### config.mk
export PLATFORM = sky130hd
export DESIGN_NAME = adc_three_wire_readout
export DESIGN_NICKNAME = d
export VERILOG_FILES = /design/src/shared/adc_readout_pkg.sv /design/src/hw/adc_three_wire_readout.sv /design/src/hw/pin_sync.sv
export VERILOG_INCLUDE_DIRS = /design/src /design/src/shared
export SDC_FILE = /design/constraint.sdc
export NUM_CORES = 1
export LEC_CHECK = 0
export BUFFER_PORTS_ARGS = -buffer_cell sky130_fd_sc_hd__clkbuf_2
export CORE_MARGIN = 2
export CORE_UTILIZATION = 65
export DETAILED_ROUTE_END_ITERATION = 6
export PLACE_DENSITY_LB_ADDON = 0.05
export SYNTH_ARGS = -nofsm -noshare
export SYNTH_HDL_FRONTEND = slang
export SYNTH_SLANG_ARGS = --single-unit
### constraint.sdc
create_clock -name clk -period 4.5 [get_ports clk]
set_clock_uncertainty 0.2 [all_clocks]
set_input_delay 0.225 -clock clk [delete_from_list [all_inputs] [get_ports clk]]
set_output_delay 0.225 -clock clk [all_outputs]
set_load 0.005 [all_outputs]
### src/shared/adc_readout_params.svh
// constants for the three-wire converter readout block
// assumes a 100 MHz core clock; included by bare name
`ifndef ADC_READOUT_PARAMS_SVH
`define ADC_READOUT_PARAMS_SVH

`define ADC_CLK_MHZ       100
`define ADC_CONV_TIME_NS  300
`define ADC_CONV_CYCLES   ((`ADC_CONV_TIME_NS * `ADC_CLK_MHZ + 999) / 1000)

`define ADC_DATA_BITS     5'h10
`define ADC_STAT_BITS     5'h06
`define ADC_FRAME_W       23

`define CFG_OV            5
`define CFG_STAT_EN       4
`define CFG_SPAN          3
`define CFG_HIZ           2
`define CFG_TURBO         1
`define CFG_RESET         8'h00
`define CFG_WR_MASK       8'h1E

`define CMD_PATTERN       6'h14
`define CMD_RW_BIT        6
`define CMD_WEN_BIT       7
`define CMD_BITS          5'h08
`define CMD_FULL_BITS     5'h10

`define PIN_RST_VAL       3'h4

`endif

### src/shared/adc_readout_pkg.sv
// types shared by the converter readout block
// assumes nothing beyond a SystemVerilog compiler
package adc_readout_pkg;
  typedef enum logic [0:0] {
    CONV_ACQ  = 1'b0,
    CONV_BUSY = 1'b1
  } conv_t;

  typedef enum logic [1:0] {
    RD_IDLE  = 2'b00,
    RD_ARMED = 2'b01,
    RD_DRIVE = 2'b10
  } rd_t;
endpackage

### src/hw/adc_three_wire_readout.sv
// conversion timing and three-wire serial readout of a 16-bit converter
// assumes pins arrive asynchronously; sampleCode and ovClamp are on clk
// Functional notes
// turbo field set selects turbo readout
// turbo frame carries the previous result
// host holds data-in high while converting
// start edge begins conversion, releases output
// host waits quiet time before lowering start
// conversion end powers core down
// start fall shows MSB, falls shift
// no status: release after sixteenth fall
// status bits follow on falls 17-22
// release at last fall or start rise
// host leaves quiet time before next start
// started conversion always runs to completion
// non-busy host restores start high in time
// host keeps clock still during conversion
// busy modes need turbo off; default off
// busy mode: output released during conversion
// busy host holds start low through conversion
// busy mode drives output low at completion
// busy mode shifts result MSB first
// busy release after one extra fall
// host drives data-in for register writes
// status appended only when enabled
// status layout: clamp, span, highz, turbo
// register command: zero, rw, fixed pattern
// host clocks 16 or 22 falls; the bench host also clocks 23 in busy mode and 4 in a partial frame
`timescale 1ns/1ns
`default_nettype none
`include "adc_readout_params.svh"
module adc_three_wire_readout #(
  parameter int CONV_CYCLES = `ADC_CONV_CYCLES
) (
  input  wire logic        clk,
  input  wire logic        rst_b,
  input  wire logic        cnvPin,
  input  wire logic        sckPin,
  input  wire logic        sdiPin,
  input  wire logic        ovClamp,
  input  wire logic [15:0] sampleCode,
  output logic             sdoOut,
  output logic             sdoOe,
  output logic             coreOn,
  output logic             convDone,
  output logic             turboOn,
  output logic             statusOn,
  output logic [7:0]       cfgOut
);
  import adc_readout_pkg::*;

  if (CONV_CYCLES < 1 || CONV_CYCLES > 65535) begin : g_bad
    $error("adc_three_wire_readout: CONV_CYCLES out of range");
  end

  localparam logic [15:0] CONV_LAST = 16'(CONV_CYCLES - 1);

  logic [2:0] pinLvl;
  logic [2:0] pinRise;
  logic [2:0] pinFall;
  logic       cnvLvl;
  logic       cnvRise;
  logic       cnvFall;
  logic       sckRise;
  logic       sckFall;
  logic       sdiLvl;

  conv_t       convSt_r;
  logic [15:0] timer_r;
  logic [15:0] result_r;
  logic        convEnd;

  rd_t         rdSt_r;
  logic [22:0] shift_r;
  logic [4:0]  bitCnt_r;
  logic [4:0]  frameLen_r;
  logic [4:0]  bitNxt;

  logic [15:0] rxSh_r;
  logic [4:0]  rxCnt_r;
  logic        rxStep_r;
  logic        regRdHit;
  logic        regWrHit;

  logic [7:0]  cfg_r;
  logic [5:0]  statBits;

  pin_sync #(
    .WIDTH   (3),
    .RST_VAL (`PIN_RST_VAL)
  ) u_sync (
    .clk   (clk),
    .rst_b (rst_b),
    .pinIn ({sdiPin, sckPin, cnvPin}),
    .level (pinLvl),
    .rise  (pinRise),
    .fall  (pinFall)
  );

  assign cnvLvl  = pinLvl[0];
  assign cnvRise = pinRise[0];
  assign cnvFall = pinFall[0];
  assign sckRise = pinRise[1];
  assign sckFall = pinFall[1];
  assign sdiLvl  = pinLvl[2];

  // frame image, MSB first; busy frames lead with a low bit
  function automatic logic [22:0] frame_word(
    input logic [15:0] code,
    input logic [5:0]  st,
    input logic        busy
  );
    frame_word = busy ? {1'b0, code, st} : {code, st, 1'b0};
  endfunction

  function automatic logic [4:0] frame_len(
    input logic sten,
    input logic busy
  );
    frame_len = 5'(`ADC_DATA_BITS + (sten ? `ADC_STAT_BITS : 5'h00)
                + {4'h0, busy});
  endfunction

  function automatic logic cmd_ok(input logic [7:0] cmd);
    cmd_ok = !cmd[`CMD_WEN_BIT] && (cmd[5:0] == `CMD_PATTERN);
  endfunction

  // configuration and status view
  assign turboOn  = cfg_r[`CFG_TURBO];
  assign statusOn = cfg_r[`CFG_STAT_EN];
  assign statBits = {ovClamp, cfg_r[`CFG_SPAN], cfg_r[`CFG_HIZ],
                     cfg_r[`CFG_TURBO], 2'b00};

  always_comb begin
    cfgOut           = cfg_r;
    cfgOut[`CFG_OV]  = ovClamp;
  end

  always_ff @(posedge clk) begin
    if (!rst_b) begin
      cfg_r <= `CFG_RESET;
    end else if (regWrHit) begin
      cfg_r <= (rxSh_r[7:0] & `CFG_WR_MASK) | (cfg_r & ~`CFG_WR_MASK);
    end
  end

  // conversion timer; start edges during a conversion are ignored
  assign convEnd = (convSt_r == CONV_BUSY) && (timer_r == 16'h0000);
  assign coreOn  = (convSt_r == CONV_BUSY);

  always_ff @(posedge clk) begin
    if (!rst_b) begin
      convSt_r <= CONV_ACQ;
      timer_r  <= 16'h0000;
      result_r <= 16'h0000;
      convDone <= 1'b0;
    end else begin
      convDone <= 1'b0;
      case (convSt_r)
        CONV_ACQ: begin
          if (cnvRise) begin
            convSt_r <= CONV_BUSY;
            timer_r  <= CONV_LAST;
          end
        end
        CONV_BUSY: begin
          if (timer_r == 16'h0000) begin
            convSt_r <= CONV_ACQ;
            result_r <= sampleCode;
            convDone <= 1'b1;
          end else begin
            timer_r <= timer_r - 16'h0001;
          end
        end
        default: convSt_r <= CONV_ACQ;
      endcase
    end
  end

  // readout shifter
  assign bitNxt = 5'(bitCnt_r + 5'h01);
  assign sdoOut = shift_r[22];
  assign sdoOe  = (rdSt_r == RD_DRIVE);

  always_ff @(posedge clk) begin
    if (!rst_b) begin
      rdSt_r     <= RD_IDLE;
      shift_r    <= 23'h00_0000;
      bitCnt_r   <= 5'h00;
      frameLen_r <= `ADC_DATA_BITS;
    end else if (cnvRise) begin
      bitCnt_r <= 5'h00;
      if (turboOn) begin
        rdSt_r     <= RD_ARMED;
        shift_r    <= frame_word(result_r, statBits, 1'b0);
        frameLen_r <= frame_len(statusOn, 1'b0);
      end else begin
        rdSt_r <= RD_IDLE;
      end
    end else if (convEnd && !turboOn) begin
      bitCnt_r   <= 5'h00;
      shift_r    <= frame_word(sampleCode, statBits, !cnvLvl);
      frameLen_r <= frame_len(statusOn, !cnvLvl);
      rdSt_r     <= cnvLvl ? RD_ARMED : RD_DRIVE;
    end else if (cnvFall && rdSt_r == RD_ARMED) begin
      rdSt_r <= RD_DRIVE;
    end else if (sckFall && rdSt_r == RD_DRIVE) begin
      shift_r  <= {shift_r[21:0], 1'b0};
      bitCnt_r <= bitNxt;
      if (bitNxt == frameLen_r) begin
        rdSt_r <= RD_IDLE;
      end
    end else if (regRdHit && rdSt_r == RD_DRIVE) begin
      // keep the bit on show; the pending eighth fall brings the register MSB
      shift_r <= {shift_r[22], cfgOut, 14'h0000};
    end
  end

  // register command receiver on rising clock edges while start is low
  assign regRdHit = rxStep_r && (rxCnt_r == `CMD_BITS)
                    && cmd_ok(rxSh_r[7:0]) && rxSh_r[`CMD_RW_BIT];
  assign regWrHit = rxStep_r && (rxCnt_r == `CMD_FULL_BITS)
                    && cmd_ok(rxSh_r[15:8]) && !rxSh_r[14];

  always_ff @(posedge clk) begin
    if (!rst_b) begin
      rxSh_r   <= 16'h0000;
      rxCnt_r  <= 5'h00;
      rxStep_r <= 1'b0;
    end else begin
      rxStep_r <= 1'b0;
      if (cnvFall) begin
        rxCnt_r <= 5'h00;
      end else if (sckRise && !cnvLvl && rxCnt_r != `CMD_FULL_BITS) begin
        rxSh_r   <= {rxSh_r[14:0], sdiLvl};
        rxCnt_r  <= 5'(rxCnt_r + 5'h01);
        rxStep_r <= 1'b1;
      end
    end
  end
endmodule
`default_nettype wire

### src/hw/pin_sync.sv
// two-flop synchroniser with registered edge detection per pin
// assumes pins are asynchronous to clk
`timescale 1ns/1ns
`default_nettype none
module pin_sync #(
  parameter int               WIDTH   = 3,
  parameter logic [WIDTH-1:0] RST_VAL = '0
) (
  input  wire logic             clk,
  input  wire logic             rst_b,
  input  wire logic [WIDTH-1:0] pinIn,
  output logic      [WIDTH-1:0] level,
  output logic      [WIDTH-1:0] rise,
  output logic      [WIDTH-1:0] fall
);
  logic [WIDTH-1:0] meta_r;
  logic [WIDTH-1:0] stable_r;

  if (WIDTH < 1) begin : g_bad
    $error("pin_sync: WIDTH must be at least 1");
  end

  for (genvar i = 0; i < WIDTH; i++) begin : g_pin
    always_ff @(posedge clk) begin
      if (!rst_b) begin
        meta_r[i]   <= RST_VAL[i];
        stable_r[i] <= RST_VAL[i];
        level[i]    <= RST_VAL[i];
        rise[i]     <= 1'b0;
        fall[i]     <= 1'b0;
      end else begin
        meta_r[i]   <= pinIn[i];
        stable_r[i] <= meta_r[i];
        level[i]    <= stable_r[i];
        rise[i]     <= stable_r[i] & ~level[i];
        fall[i]     <= ~stable_r[i] & level[i];
      end
    end
  end
endmodule
`default_nettype wire

==> results.tsv <==
metric	value	unit
status	completed	
endpoint_kind	register	
cellPowerDensity	319	nW/um^2
yosys.area_share.simple	0.234	
drive_above_1_share	0.115	
synth_area_leader_cell	dfxtp_1	
cp.buffers_inverters	1	
slowest_delay	0.66	ns
synth_edf_count	0	
ys_async_sr_fraction	0	
grt_use_total	0.306	
root_buffer	clkbuf_8	
slew_violations	0	
synth_mux_area_frac	0.0673	
comb_power_share	0.139	
cp_max_fo	17	
synth-seq-cells	103	
internal_power	1.26	mW
tns	0	ns
ir_worst_vdd	0.193	mV
power_leakage	2.13	nW
synth_most_common_cell	dfxtp_1	
critical-path-top-delay-family	simple AND/OR/NAND/NOR gates	
synthXorXnorAreaFrac	0.0242	
drtAntennaViolNets	0	
die_h	92.2	um
rsz0062_at_grt	no	
drt-pass1-iter-count	5	
io_pins	36	
core_area	7650	um^2
die_x	92.2	um
hold_path_end	shift_r[5]$_SDFFE_PN0P_	
setup_viol	0	
num_antenna_cells	0	
die_area	8500	um^2
fin_crit_sh	0.666	
timing.fmax	334	MHz
synth.avg_cell_area	8.52	um^2
min_period	3.00	ns
worstMarginPinSlew	1.07	ns
cp_slowest_cell	o31ai_4	
grt_overflow_total	0	
required	4.62	ns
htree_levels	3	
initial_utilization	0.661	
grt_pass1_wl	20900	um
ys_seq_area_frac	0.408	
synth_flop_cell	dfxtp_1	
maxCapViolations	0	
final_util	0.734	
clk_latency	0.37	ns
wl	12300	um
grt_pass1_vias	4346	
grt_max_degree	39	
synthTopCellsByCount	103 x dfxtp_1, 75 x nand2_1, 53 x nor2_1	
seq_power_share	0.537	
cts_buffer_depth	2	
min_path_type	input pin to register	
max-slew-margin-rel	0.284	
ys_types	67	
min-delay-start	ovClamp	
wl_per_cell	16.9	um
yosys-top-cells-area	dfxtp_1 41%, mux2i_1 6.7%, nand2_1 5.6%, a21oi_1 4.0%, nor2_1 3.9%	
cts_tree	built	
viasPerCell	6.31	
placementRows	32	
synth_adder_area_share	0.0124	
synth_top_family_by_area	simple AND/OR/NAND/NOR gates	
area_delta_synth_final	10.9	%
crit_arrival	3.11	ns
antenna_found_initial	0	
syn_area	5060	um^2
startpoint_type	register	
clkPwrFrac	0.324	
power_switching	0.535	mW
critPathKind	register to register	
rrSetupSlack	1.50	ns
swShare	0.299	
cts_buffers	9	
r2r-start	coreOn$_SDFF_PN0_	
hold_depth	4	
synth_top_area_frac	0.408	
vias	4601	
io_buffers	32	
drc	0	
clkSlewWorstSetupHoldPaths	0.11	ns
final-hold-violation-count	0	
syn_inst	594	
place_hpwl	8090	um
ctsResizeCount	0	
cp_cell_sequence	nor4b_1 -> nand4_1 -> buf_4 -> o31ai_4 -> or2_1 -> o221a_1	
globalplace.congestion	0.882	
final_nets	649	
clock-sinks	103	
drtIter0Drc	332	
synth_compound_area_frac	0.204	
ys_warn_count	0	
reg2reg_to	shift_r[19]$_SDFFE_PN0P_	
r2r_cells	6	
-- routing by layer --
metal,vias to the layer above,routed length (um),global-route usage
li1,2204,-,-
met1,2158,5430,0.412
met2,212,5670,0.480
met3,27,961,0.0633
met4,0,278,0.128
met5,-,0,0
-- cell families (layout without fill, tap and decap cells) --
| family | count (synthesis) | count (layout) |
|---|---|---|
| buf+inv | 59 | 90 |
| simple gates | 225 | 225 |
| xor+xnor | 14 | 14 |
| flops | 103 | 103 |
| compound gates | 153 | 153 |
| mux | 34 | 34 |
| other cells | 1 | 3 |
| fa+ha+maj | 5 | 5 |
-- flip-flops by register name, indices dropped and copies added, names as in the netlist, 3 cells and up --
name / count
u_sync.stable_r: 3
rxCnt_r: 5
u_sync.meta_r: 3
shift_r: 21
u_sync.level: 3
cfg_r: 4
timer_r: 16
rxSh_r: 16
result_r: 16
bitCnt_r: 5
-- worst max path at each step --
stage / depth (start not counted) / end / slack, ns / from
after floorplan: 7 / timer_r[13]$_SDFFE_PN0P_ / 2.17 / timer_r[0]$_SDFFE_PN0P_
after detailed placement: 6 / shift_r[19]$_SDFFE_PN0P_ / 1.63 / coreOn$_SDFF_PN0_
after global routing: 6 / shift_r[6]$_SDFFE_PN0P_ / 1.35 / coreOn$_SDFF_PN0_
final: 6 / shift_r[19]$_SDFFE_PN0P_ / 1.50 / coreOn$_SDFF_PN0_
after global placement: 6 / shift_r[19]$_SDFFE_PN0P_ / 1.69 / coreOn$_SDFF_PN0_
after CTS: 6 / shift_r[6]$_SDFFE_PN0P_ / 1.56 / coreOn$_SDFF_PN0_
-- through the flow --
step                std cells  instance area [um^2]  power, mW  hold slack [ns]  setup WS [ns]
CTS                       729                  5610       1.79            0.127           1.56
finish                    729                  5610       1.79            0.149           1.50
global route              729                  5610       1.87            0.153           1.35
detailed placement        694                  5220       1.21            0.196           1.63
global placement          694                  5220       1.21            0.188           1.69
floorplan                 596                  5070       1.15            0.126           2.17
-- power by group through the flow --
stage          Sequential (mW)  Clock (mW)  Combinational [mW]
6_report                 0.962       0.580               0.248
5_1_grt                  0.966       0.634               0.274
4_1_cts                  0.961       0.585               0.245
3_5_place_dp             0.981           0               0.231
3_3_place_gp             0.980           0               0.226
2_1_floorplan            0.972           0               0.180
-- repair_timing --
item | CTS | global route
hold buffers | 19 | 0
endpoints found under the hold margin | 19 | 0
setup buffers | 0 | 0
-- cell usage in the layout (no fill, tap or decap), types with 6 or more instances in the layout --
cell type / n
a2111oi_0: 6
a211oi_1: 11
a21oi_1: 40
a22oi_1: 8
a311oi_1: 6
a31oi_1: 13
and2_1: 11
buf_4: 10
clkbuf_2: 32
clkbuf_8: 9
dfxtp_1: 103
dlygate4sd3_1: 19
inv_1: 13
mux2i_1: 34
nand2_1: 75
nand3_1: 12
nand4_1: 7
nor2_1: 53
nor2b_1: 8
nor3_1: 8
nor4b_1: 6
o21ai_0: 24
o31ai_1: 15
xnor2_1: 7
xor2_1: 7
-- final cells by class --
class,count,area [um^2]
clock buffer,9,124
sequential,103,2060
fill,574,2040
tap,102,128
multi-input combinational,434,2750
timing repair buffer,61,425
inverter,13,48.8
clock inverter,7,73.8
-- worst register-to-register path, cell delays in order, from the launching register on --
cell and delay [ns]:
dfxtp_1 0.61, nor4b_1 0.49, nand4_1 0.16, buf_4 0.24
o31ai_4 0.66, or2_1 0.37, o221a_1 0.22
(Power assumes the default switching activity.)
